### src/rtl/sp1_pkg.sv
// package: register map, field layout, timing loads and state of serial port one
`default_nettype none
package sp1_pkg;
  // ==========================================
  // register indices (byte address = index * 4)
  localparam int          ADDR_W   = 12;
  localparam logic [7:0]  IDX_CTRL = 8'h98;
  localparam logic [7:0]  IDX_DATA = 8'h99;
  localparam logic [7:0]  IDX_OPT  = 8'hc0;
  localparam logic [7:0]  IDX_DIV  = 8'hc1;
  localparam logic [7:0]  IDX_IST  = 8'hc2;
  localparam logic [7:0]  IDX_IMSK = 8'hc3;
  // ==========================================
  // field positions
  localparam int CTRL_MODE_HI = 7;
  localparam int CTRL_MODE_LO = 6;
  localparam int CTRL_MP      = 5;
  localparam int CTRL_REN     = 4;
  localparam int CTRL_TX9     = 3;
  localparam int CTRL_RX9     = 2;
  localparam int CTRL_TXDONE  = 1;
  localparam int CTRL_RXDONE  = 0;
  localparam int OPT_ONE_WIRE = 0;
  localparam int OPT_FAST     = 1;
  localparam int EV_TX        = 0;
  localparam int EV_RX        = 1;
  // ==========================================
  // reset values and timing
  localparam logic [7:0] CTRL_RST     = 8'h00;
  localparam logic [7:0] DIV_RST      = 8'h0f;
  localparam logic [7:0] LOAD_M2_SLOW = 8'h03;
  localparam logic [7:0] LOAD_M2_FAST = 8'h01;
  localparam logic [3:0] SMP_MID      = 4'h7;
  localparam logic [3:0] SMP_LAST     = 4'hf;
  localparam logic [3:0] BITS_ASYNC8  = 4'ha;
  localparam logic [3:0] BITS_ASYNC9  = 4'hb;
  localparam logic [3:0] BITS_SHIFT   = 4'h8;

  typedef enum logic [1:0] {
    SP1_M_SHIFT  = 2'b00,
    SP1_M_ASYNC8 = 2'b01,
    SP1_M_FIX9   = 2'b10,
    SP1_M_VAR9   = 2'b11
  } sp1_mode_t;

  typedef struct packed {
    logic [7:0]  ctrl;
    logic [1:0]  opt;
    logic [7:0]  div;
    logic [1:0]  ist;
    logic [1:0]  imsk;
    logic [7:0]  rxbuf;
    logic [10:0] txsh;
    logic        tx_busy;
    logic [3:0]  tx_cnt;
    logic [3:0]  tx_ph;
    logic [8:0]  rxsh;
    logic        rx_busy;
    logic [3:0]  rx_cnt;
    logic [3:0]  rx_ph;
    logic        m0_ph;
    logic [7:0]  pres;
    logic        s_rx1;
    logic        s_rx2;
    logic        s_tx1;
    logic        s_tx2;
    logic        rx_prev;
    logic [31:0] prdata;
    logic        pready;
    logic        pslverr;
    logic        irq;
    logic        txd_o;
    logic        txd_oe_n;
    logic        rxd_o;
    logic        rxd_oe_n;
  } sp1_state_t;

  localparam sp1_state_t SP1_RST = '{
    ctrl: CTRL_RST, div: DIV_RST, txsh: 11'h7ff,
    s_rx1: 1'b1, s_rx2: 1'b1, s_tx1: 1'b1, s_tx2: 1'b1, rx_prev: 1'b1,
    txd_o: 1'b1, rxd_o: 1'b1, rxd_oe_n: 1'b1, default: '0};
endpackage
`default_nettype wire

### src/rtl/sp1_serial_port.sv
// serial port one: shift-register and asynchronous modes behind an apb slave
`default_nettype none
module sp1_serial_port (
  input  wire logic                      sys_clk,
  input  wire logic                      srst,
  input  wire logic                      psel,
  input  wire logic                      penable,
  input  wire logic                      pwrite,
  input  wire logic [sp1_pkg::ADDR_W-1:0] paddr,
  input  wire logic [31:0]               pwdata,
  output logic      [31:0]               prdata,
  output logic                           pready,
  output logic                           pslverr,
  output logic                           irq,
  input  wire logic                      txd_i,
  output logic                           txd_o,
  output logic                           txd_oe_n,
  input  wire logic                      rxd_i,
  output logic                           rxd_o,
  output logic                           rxd_oe_n
);
  sp1_pkg::sp1_state_t q;
  sp1_pkg::sp1_state_t n;
  sp1_pkg::sp1_mode_t  mode;
  sp1_pkg::sp1_mode_t  nmode;
  logic                setup;
  logic                wr;
  logic                hit;
  logic [7:0]          idx;
  logic [7:0]          rd;
  logic                line;
  logic                tick;
  logic                nine;
  logic                keep;
  logic                tx_ev;
  logic                rx_ev;

  // ==========================================
  // helpers
  // sample-tick reload per mode
  function automatic logic [7:0] tick_load(input sp1_pkg::sp1_mode_t m,
                                           input logic fast,
                                           input logic [7:0] dv);
    logic [7:0] r;
    r = dv;
    unique case (m)
      sp1_pkg::SP1_M_FIX9: r = fast ? sp1_pkg::LOAD_M2_FAST : sp1_pkg::LOAD_M2_SLOW;
      sp1_pkg::SP1_M_SHIFT,
      sp1_pkg::SP1_M_ASYNC8,
      sp1_pkg::SP1_M_VAR9: r = dv;
    endcase
    return r;
  endfunction

  function automatic logic is_nine(input sp1_pkg::sp1_mode_t m);
    return m == sp1_pkg::SP1_M_FIX9 || m == sp1_pkg::SP1_M_VAR9;
  endfunction

  // ==========================================
  // next state
  always_comb begin
    n     = q;
    mode  = sp1_pkg::sp1_mode_t'(q.ctrl[sp1_pkg::CTRL_MODE_HI:sp1_pkg::CTRL_MODE_LO]);
    nine  = is_nine(mode);
    setup = psel & ~penable;
    wr    = psel & penable & q.pready & pwrite;
    idx   = paddr[9:2];
    hit   = (paddr[sp1_pkg::ADDR_W-1:10] == '0) && (paddr[1:0] == 2'b00);
    tx_ev = 1'b0;
    rx_ev = 1'b0;
    keep  = 1'b0;

    // pin synchronisers
    n.s_rx1 = rxd_i;
    n.s_rx2 = q.s_rx1;
    n.s_tx1 = txd_i;
    n.s_tx2 = q.s_tx1;
    line      = q.opt[sp1_pkg::OPT_ONE_WIRE] ? q.s_tx2 : q.s_rx2;
    n.rx_prev = line;

    tick   = (q.pres == 8'h00);
    n.pres = tick ? tick_load(mode, q.opt[sp1_pkg::OPT_FAST], q.div) : q.pres - 8'h01;

    if (mode == sp1_pkg::SP1_M_SHIFT && (q.tx_busy || q.rx_busy)) begin
      n.m0_ph = ~q.m0_ph;
    end else begin
      n.m0_ph = 1'b0;
    end

    // ==========================================
    // apb slave
    rd = 8'h00;
    unique case (idx)
      sp1_pkg::IDX_CTRL: rd = q.ctrl;
      sp1_pkg::IDX_DATA: rd = q.rxbuf;
      sp1_pkg::IDX_OPT:  rd = {6'h00, q.opt};
      sp1_pkg::IDX_DIV:  rd = q.div;
      sp1_pkg::IDX_IST:  rd = {6'h00, q.ist};
      sp1_pkg::IDX_IMSK: rd = {6'h00, q.imsk};
      default:           rd = 8'h00;
    endcase
    n.pready  = setup;
    n.pslverr = setup & ~(hit && (idx == sp1_pkg::IDX_CTRL || idx == sp1_pkg::IDX_DATA ||
                                  idx == sp1_pkg::IDX_OPT || idx == sp1_pkg::IDX_DIV ||
                                  idx == sp1_pkg::IDX_IST || idx == sp1_pkg::IDX_IMSK));
    n.prdata  = (setup && !pwrite && hit) ? {24'h000000, rd} : 32'h00000000;

    if (wr && hit) begin
      unique case (idx)
        sp1_pkg::IDX_CTRL: n.ctrl = pwdata[7:0];
        sp1_pkg::IDX_DATA: begin
          if (!q.tx_busy && !(mode == sp1_pkg::SP1_M_SHIFT && q.rx_busy)) begin
            n.tx_busy = 1'b1;
            n.tx_ph   = 4'h0;
            if (mode == sp1_pkg::SP1_M_SHIFT) begin
              n.txsh   = {3'b111, pwdata[7:0]};
              n.tx_cnt = sp1_pkg::BITS_SHIFT;
            end else begin
              n.txsh   = {1'b1, nine ? q.ctrl[sp1_pkg::CTRL_TX9] : 1'b1, pwdata[7:0], 1'b0};
              n.tx_cnt = nine ? sp1_pkg::BITS_ASYNC9 : sp1_pkg::BITS_ASYNC8;
            end
          end
        end
        sp1_pkg::IDX_OPT:  n.opt  = pwdata[1:0];
        sp1_pkg::IDX_DIV:  n.div  = pwdata[7:0];
        sp1_pkg::IDX_IST:  n.ist  = q.ist & ~pwdata[1:0];
        sp1_pkg::IDX_IMSK: n.imsk = pwdata[1:0];
        default: ;
      endcase
    end

    // ==========================================
    // transmitter
    if (q.tx_busy) begin
      if (mode == sp1_pkg::SP1_M_SHIFT) begin
        if (q.m0_ph) begin
          // shift lsb first at clock fall
          n.txsh   = {1'b1, q.txsh[10:1]};
          n.tx_cnt = q.tx_cnt - 4'h1;
          if (q.tx_cnt == 4'h1) begin
            // done at end of eighth bit
            tx_ev     = 1'b1;
            n.tx_busy = 1'b0;
          end
        end
      end else if (tick) begin
        n.tx_ph = q.tx_ph + 4'h1;
        if (q.tx_ph == sp1_pkg::SMP_LAST) begin
          n.txsh   = {1'b1, q.txsh[10:1]};
          n.tx_cnt = q.tx_cnt - 4'h1;
          if (q.tx_cnt == 4'h2) begin
            tx_ev = 1'b1;
          end
          if (q.tx_cnt == 4'h1) begin
            n.tx_busy = 1'b0;
          end
        end
      end
    end

    // ==========================================
    // receiver
    if (!q.ctrl[sp1_pkg::CTRL_REN]) begin
      n.rx_busy = 1'b0;
    end else if (q.rx_busy) begin
      if (mode == sp1_pkg::SP1_M_SHIFT) begin
        if (q.m0_ph) begin
          n.rxsh   = {q.s_rx2, q.rxsh[8:1]};
          n.rx_cnt = q.rx_cnt + 4'h1;
          if (q.rx_cnt == sp1_pkg::BITS_SHIFT - 4'h1) begin
            // done at end of eighth bit
            n.rxbuf   = {q.s_rx2, q.rxsh[8:2]};
            rx_ev     = 1'b1;
            n.rx_busy = 1'b0;
          end
        end
      end else if (tick) begin
        n.rx_ph = q.rx_ph + 4'h1;
        if (q.rx_ph == sp1_pkg::SMP_MID) begin
          if (q.rx_cnt == 4'h0 && line) begin
            n.rx_busy = 1'b0;
          end else if (q.rx_cnt == (nine ? sp1_pkg::BITS_ASYNC9 : sp1_pkg::BITS_ASYNC8)
                                   - 4'h1) begin
            keep      = !q.ctrl[sp1_pkg::CTRL_MP] || (nine ? q.rxsh[8] : line);
            n.rx_busy = 1'b0;
            if (keep) begin
              n.rxbuf                    = nine ? q.rxsh[7:0] : q.rxsh[8:1];
              n.ctrl[sp1_pkg::CTRL_RX9]  = nine ? q.rxsh[8] : line;
              rx_ev                      = 1'b1;
            end
          end else begin
            if (q.rx_cnt != 4'h0) begin
              n.rxsh = {line, q.rxsh[8:1]};
            end
            n.rx_cnt = q.rx_cnt + 4'h1;
          end
        end
      end
    end else if (mode == sp1_pkg::SP1_M_SHIFT) begin
      // shift receive waits for a cleared done flag
      if (!q.ctrl[sp1_pkg::CTRL_RXDONE] && !n.tx_busy) begin
        n.rx_busy = 1'b1;
        n.rx_cnt  = 4'h0;
      end
    end else if (q.rx_prev && !line) begin
      n.rx_busy = 1'b1;
      n.rx_cnt  = 4'h0;
      n.rx_ph   = 4'h0;
    end

    // hardware only sets, set wins over clear
    if (tx_ev) begin
      n.ctrl[sp1_pkg::CTRL_TXDONE] = 1'b1;
      n.ist[sp1_pkg::EV_TX]        = 1'b1;
    end
    if (rx_ev) begin
      n.ctrl[sp1_pkg::CTRL_RXDONE] = 1'b1;
      n.ist[sp1_pkg::EV_RX]        = 1'b1;
    end
    n.irq = |(n.ist & n.imsk);

    // ==========================================
    // pin drive
    nmode = sp1_pkg::sp1_mode_t'(n.ctrl[sp1_pkg::CTRL_MODE_HI:sp1_pkg::CTRL_MODE_LO]);
    if (nmode == sp1_pkg::SP1_M_SHIFT) begin
      // shift clock out, data both ways
      n.txd_o    = (n.tx_busy || n.rx_busy) ? n.m0_ph : 1'b1;
      n.txd_oe_n = 1'b0;
      n.rxd_o    = n.tx_busy ? n.txsh[0] : 1'b1;
      n.rxd_oe_n = ~n.tx_busy;
    end else begin
      n.txd_o    = n.tx_busy ? n.txsh[0] : 1'b1;
      n.txd_oe_n = n.opt[sp1_pkg::OPT_ONE_WIRE] & ~n.tx_busy;
      n.rxd_o    = 1'b1;
      n.rxd_oe_n = 1'b1;
    end
  end

  // ==========================================
  // state register
  always_ff @(posedge sys_clk) begin
    if (srst) begin
      q <= sp1_pkg::SP1_RST;
    end else begin
      q <= n;
    end
  end

  assign prdata   = q.prdata;
  assign pready   = q.pready;
  assign pslverr  = q.pslverr;
  assign irq      = q.irq;
  assign txd_o    = q.txd_o;
  assign txd_oe_n = q.txd_oe_n;
  assign rxd_o    = q.rxd_o;
  assign rxd_oe_n = q.rxd_oe_n;
endmodule
`default_nettype wire

### config.mk
export PLATFORM = sky130hd
export DESIGN_NAME = sp1_serial_port
export DESIGN_NICKNAME = d
export VERILOG_FILES = /design/src/rtl/sp1_pkg.sv /design/src/rtl/sp1_serial_port.sv
export SDC_FILE = /design/constraint.sdc
export NUM_CORES = 1
export LEC_CHECK = 0
export CORE_UTILIZATION = 63
export DETAILED_ROUTE_END_ITERATION = 10
export DONT_BUFFER_PORTS = 1
export PLACE_DENSITY_LB_ADDON = 0.05
export SLEW_MARGIN = 20
export SYNTH_ARGS = -nofsm -noshare
export SYNTH_HDL_FRONTEND = slang
export SYNTH_SLANG_ARGS = --single-unit
export TNS_END_PERCENT = 30
### constraint.sdc
create_clock -name sys_clk -period 3.38 [get_ports sys_clk]
set_input_delay 0.676 -clock sys_clk [delete_from_list [all_inputs] [get_ports sys_clk]]
set_output_delay 0.676 -clock sys_clk [all_outputs]
set_load 0.01 [all_outputs]
# Word level (Yosys, flattened, before mapping)
# Index checks and enable logic that the tools add are counted.
# W data, S select, Z words.
[totals]
mem_bits_rw = 0
mem_count = 0
elab_cells = 228
out_inout_bits = 39
romBits = 0
ff_bits = 121
input_bits = 51
latchBits = 0
[classes]
eq_ne = 26
n_reduce_logical = 59
n_mul = 0
div = 0
addsub = 6
mux = 87
magnitude_cmp = 0
bitwise_logic = 16
shift = 0
[op_table]
columns = ["op", "n"]
rows = [
  ["$mux W20", 5],
  ["$mux W8", 12],
  ["$eq A8 B8 Y1 const B", 6],
  ["$mux W16", 3],
  ["$pmux W8 S6", 1],
  ["$mux W9", 5],
  ["$mux W14", 3],
  ["$mux W1", 41],
  ["$mux W4", 6],
  ["$mux W22", 1],
  ["$reduce_bool A2 Y1", 10],
  ["$mux W18", 1],
  ["$pmux W8 S2", 1],
  ["$reduce_and A8 Y1", 2],
  ["$add A4 B1 Y4 const B", 3],
  ["$logic_and A1 B1 Y1", 11],
  ["$mux W10", 1],
  ["$mux W2", 5],
  ["$mux W5", 2],
  ["$reduce_and A2 Y1", 5],
  ["$logic_or A1 B1 Y1", 9],
  ["$ne A3 B2 Y1 const B", 3],
  ["$reduce_and A9 Y1", 1],
  ["$eq A4 B3 Y1 const B", 2],
  ["other kinds (25)", 55],
]

# Longest topological paths before layout
[depth]
ltp_word = 21
ltp_mapped = 9
ltp_nobuf = 8

# Worst setup path before layout
# Ideal clock, no wire load.
[synth_timing]
kind = "input -> register"
from = "input paddr[11] (netlist bit)"
to = "register q (netlist bit txd_o)"
setup_ps = 86
path_buffers = 1
t_required_ps = 3294
path_slack_ps = 743
cell_stages = 7
arrival_time_ps = 2552
cell_sequence = "or4_1 > buf_2 > nor4_4 > mux2_4 > o31ai_1 > nor4_1 > a211oi_1"
[synth_via]
elab_chain_cells = 18
word_cells_on_any_way = 22
cone_classes = "mux: 15; reduce/logical: 7"
[synth_lines]
columns = ["element", "line", "source"]
rows = [
  ["start, declared", "sp1_serial_port.sv:9", "input wire logic [sp1_pkg::ADDR_W-1:0] paddr,"],
  ["$logic_not A2 Y1 (*)", "sp1_serial_port.sv:68", "hit = (paddr[sp1_pkg::ADDR_W-1:10] == '0) && (paddr[1:0] == 2'b00);"],
  ["$logic_and A1 B1 Y1 (*)", "sp1_serial_port.sv:68", ""],
  ["$logic_and A1 B1 Y1 (*)", "sp1_serial_port.sv:108", "if (wr && hit) begin"],
  ["$mux W20", "sp1_serial_port.sv:108", ""],
  ["$mux W1", "sp1_serial_port.sv:140, sp1_serial_port.sv:154", ""],
  ["$mux W16", "sp1_serial_port.sv:148", "if (q.tx_ph == sp1_pkg::SMP_LAST) begin"],
  ["$mux W20", "sp1_serial_port.sv:146", "end else if (tick) begin"],
  ["$mux W16", "sp1_serial_port.sv:135", "if (mode == sp1_pkg::SP1_M_SHIFT) begin"],
  ["(+2 left out)", "--", ""],
  ["$logic_and A1 B1 Y1", "sp1_serial_port.sv:201", "if (!q.ctrl[sp1_pkg::CTRL_RXDONE] && !n.tx_busy) begin"],
  ["$mux W5", "sp1_serial_port.sv:201", ""],
  ["$mux W5", "sp1_serial_port.sv:199", "end else if (mode == sp1_pkg::SP1_M_SHIFT) begin"],
  ["$mux W9", "sp1_serial_port.sv:165", "end else if (q.rx_busy) begin"],
  ["$mux W1", "sp1_serial_port.sv:163", "if (!q.ctrl[sp1_pkg::CTRL_REN]) begin"],
  ["$logic_or A1 B1 Y1", "sp1_serial_port.sv:227", "n.txd_o = (n.tx_busy || n.rx_busy) ? n.m0_ph : 1'b1;"],
  ["$mux W1", "sp1_serial_port.sv:227", ""],
  ["$mux W4 (*)", "sp1_serial_port.sv:225", "if (nmode == sp1_pkg::SP1_M_SHIFT) begin"],
  ["end signal, assigned", "sp1_serial_port.sv:243", "q <= sp1_pkg::SP1_RST;"],
  ["end signal, assigned", "sp1_serial_port.sv:245", "q <= n;"],
  ["end, declared", "sp1_serial_port.sv:22", "sp1_pkg::sp1_state_t q;"],
]
# Mark *: on every way between the ends. The rest lies on a longest branch, timed or not. The select of a mux whose other input is x is not followed.
# A chain may end at the register's enable or synchronous reset.

# Final worst setup path
[layout_timing]
from = "register q[44] (netlist bit)"
to = "register q[70] (netlist bit)"
[layout_via]
elab_chain_cells = 3
[layout_lines]
columns = ["element", "line", "source"]
rows = [
  ["$logic_not A8 Y1", "sp1_serial_port.sv:81", "tick = (q.pres == 8'h00);"],
  ["$reduce_bool A2 Y1 (no source line)", "--", ""],
  ["$reduce_and A8 Y1 (no source line)", "--", ""],
]
# No other way between the ends.

==> results.cfg <==
[global_route]
track_usage_pct = 28.9
grt_first_pass_wirelength_um = 19100
grt_max_degree = 65
grt_overflow = 0
grt_pass1_vias = 3935
antenna_found_initial = 0

[critical_path]
cp-end-kind = flop
reg2reg_slack_ns = 0.75
critPathMaxFanout = 10
required_ns = 3.67
start_kind = flop
rr_worst_depth = 8
r2r_end = q[70]
rr_startpoint = q[44]
arrival_ns = 2.91
crit_type = flop to flop

[logic_synthesis]
syn_inst = 594
yosysTopAreaCell = dfxtp_1
synthArstFlopShare_pct = 0
ys_seq_area_share_pct = 39.6
yosys_warnings = 0
synth_top_area_share_pct = 39.6
netlist_area_um2 = 4910
synth_seq_cells = 97
yosys-top-cells-area = dfxtp_1 (40%), nand2_1 (6.8%), mux2i_1 (5.3%)
ys_types = 67
yosys_most_used_dff = dfxtp_1
synth-edff-count = 0
syn_avg_cell_area_um2 = 8.26

[clocking]
worstSkewPairLatency_ns = 0.37
ctsResizeCount = 0
cts_setup_buffers = 0
cts_tree = yes
htreeDepth = 3
cts_sinks = 97
ctsHoldBuffers = 0
cts_max_path_buffers = 2
root_buffer = clkbuf_8
cts_buffers = 9
clkTransAtPathRegs_ns = 0.10

[drt]
vias = 4200
firstDrtPassIters = 4
drc = 0
vias_per_cell = 6.14
wl_per_cell_um = 16.8
ant_nets = 0
drt_iter0_drc = 332
wl_um = 11500

[sta]
tns_ns = 0
final-hold-violation-count = 0
period_share_pct = 77.7
fmax_mhz = 381
final-max-slew-violation-count = 0
tightestPinTransition_ns = 0.718
relSlewSlack_pct = 52.1
rsz0062_at_grt = false
worst_clock_skew_ns = 0.0173
post-route-min-period_ns = 2.63
fin_ws_ns = 0.754
setup-violations-final = 0

[pwr]
p_int_w = 0.00161
p_switching_w = 0.000677
vdd_drop_max_uv = 277
p_clk_share_pct = 32.1
p_leak_nw = 1.84
power_w = 0.00228
power_density_nw_per_um2 = 451
p_seq_share_pct = 53.8
p_comb_share_pct = 14.2
swShare_pct = 29.6

[floorplanning]
die-area_um2 = 8140
core-area_um2 = 7410
ios = 90
die_w_um = 90.2
initial_core_util_pct = 66.2
num_rows = 31
die_y_um = 90.2

[final_layout]
layout_common_cells = dfxtp_1 (97), nand2_1 (89), nor2_1 (51)
fin_area_um2 = 5060
syn2layout_area_growth_pct = 3.09
fill_cells = 603
n_antenna_cell = 0
final_common_cell = dfxtp_1
fin_nets = 640
drive_gt1_share_pct = 9.06

[placed_design]
place_ws_ns = 0.571
dp_hpwl_um = 8250
globalplace.congestion = 0.938
placed_cell_area_um2 = 4870
port_buffers = 0

[worst_hold_path]
min_from = srst
hp-class = primary input to flop
worstHoldPathCells = 1
hold_end = q[99]

[flow_run]
drv_cap = 0

[status]
status = finished, final reports clean
[cell families after synthesis]
| logic type | after synthesis | share of synthesized area (%) |
|---|---|---|
| compound gates | 123 | 16.4 |
| mux | 30 | 6.30 |
| other cells | 1 | 0.0764 |
| fa+ha+maj | 9 | 2.30 |
| xor+xnor | 11 | 1.96 |
| flops | 97 | 39.6 |
| simple gates | 248 | 25.1 |
| buf+inv | 75 | 8.29 |
[power groups by stage]
| stage | Clock, W | Combinational (W) | Sequential, W |
|---|---|---|---|
| after floorplan | 0 | 0.000274 | 0.00124 |
| after global placement | 0 | 0.000306 | 0.00125 |
| after detailed placement | 0 | 0.000317 | 0.00125 |
| after CTS | 0.000731 | 0.000320 | 0.00122 |
| after global routing | 0.000777 | 0.000360 | 0.00123 |
| final | 0.000732 | 0.000323 | 0.00123 |
[how the worst max path moves through the flow]
stage,from,endpoint,cells after the start
final,q[44],q[70],8
after global routing,q[44],q[68],8
after CTS,q[44],q[70],8
after detailed placement,paddr[11],txd_o,6
after global placement,paddr[11],q[58],6
after floorplan,paddr[11],txd_o,7
[state kept, by name, indices dropped and copies added, names as in the netlist]
signal and cells:
q 78, prdata 8, mode 2, n 2
irq 1, pready 1, pslverr 1, rxd_o 1
rxd_oe_n 1, txd_o 1, txd_oe_n 1
[area by class of cell]
| cell class | count | area (um2) | share of cell area (%) |
|---|---|---|---|
| multi-input cells | 445 | 2650 | 52.4 |
| flip-flops and latches | 97 | 1940 | 38.4 |
| clock buffers | 9 | 124 | 2.45 |
| well taps | 99 | 124 | 2.45 |
| repair buffers | 15 | 113 | 2.23 |
| clock inverters | 7 | 61.3 | 1.21 |
| inverters | 12 | 45.0 | 0.891 |
[per-layer routing]
metal  track usage, %  share of wire, %  wire length (um)  vias to the layer above
met3             5.33               6.2               709                       11
met5                0                 0                 0                        -
met2             49.0                48              5500                      150
met4             5.38              0.49                57                        0
met1             38.7                46              5250                     2011
li1                 -                 -                 -                     2028
[per-stage QoR]
step | utilization (%) | hold slack, ns | cells
2_1_floorplan | - | 0.389 | 617
3_3_place_gp | 65.8 | 0.394 | 668
3_5_place_dp | 65.8 | 0.400 | 668
4_1_cts | 68.3 | 0.359 | 684
5_1_grt | 68.3 | 0.356 | 684
6_report | 68.3 | 0.373 | 684
[critical path, stage by stage (launching register included)]
cell	delay [ns]
dfxtp_1	0.34
inv_1	0.09
ha_1	0.20
or3b_2	0.52
nor4_1	0.52
and3_1	0.26
o21a_1	0.35
nor2_1	0.07
a211oi_1	0.20
[Yosys cell counts, drive strengths merged (2+ instances only)]
cell    instances
or3b            2
mux2            4
nand2          89
nor2           52
nand4b          2
o31ai           4
a31oi           3
ha              9
a21oi          41
nand3b          3
o22ai           2
and2            4
xor2            6
or2             6
nor3           12
or3             2
o211ai          6
a41oi           2
nor4            7
a221oi          3
and3            3
nor3b           9
mux2i          26
inv            12
nand3          40
nand4           6
xnor2           5
a211oi         11
dfxtp          97
a22oi           3
or4             4
buf            39
a222oi          5
o21a            6
o21ai          22
clkbuf         24
o31a            2
a32oi           2
Note: power is estimated with default switching activity, not from simulation.
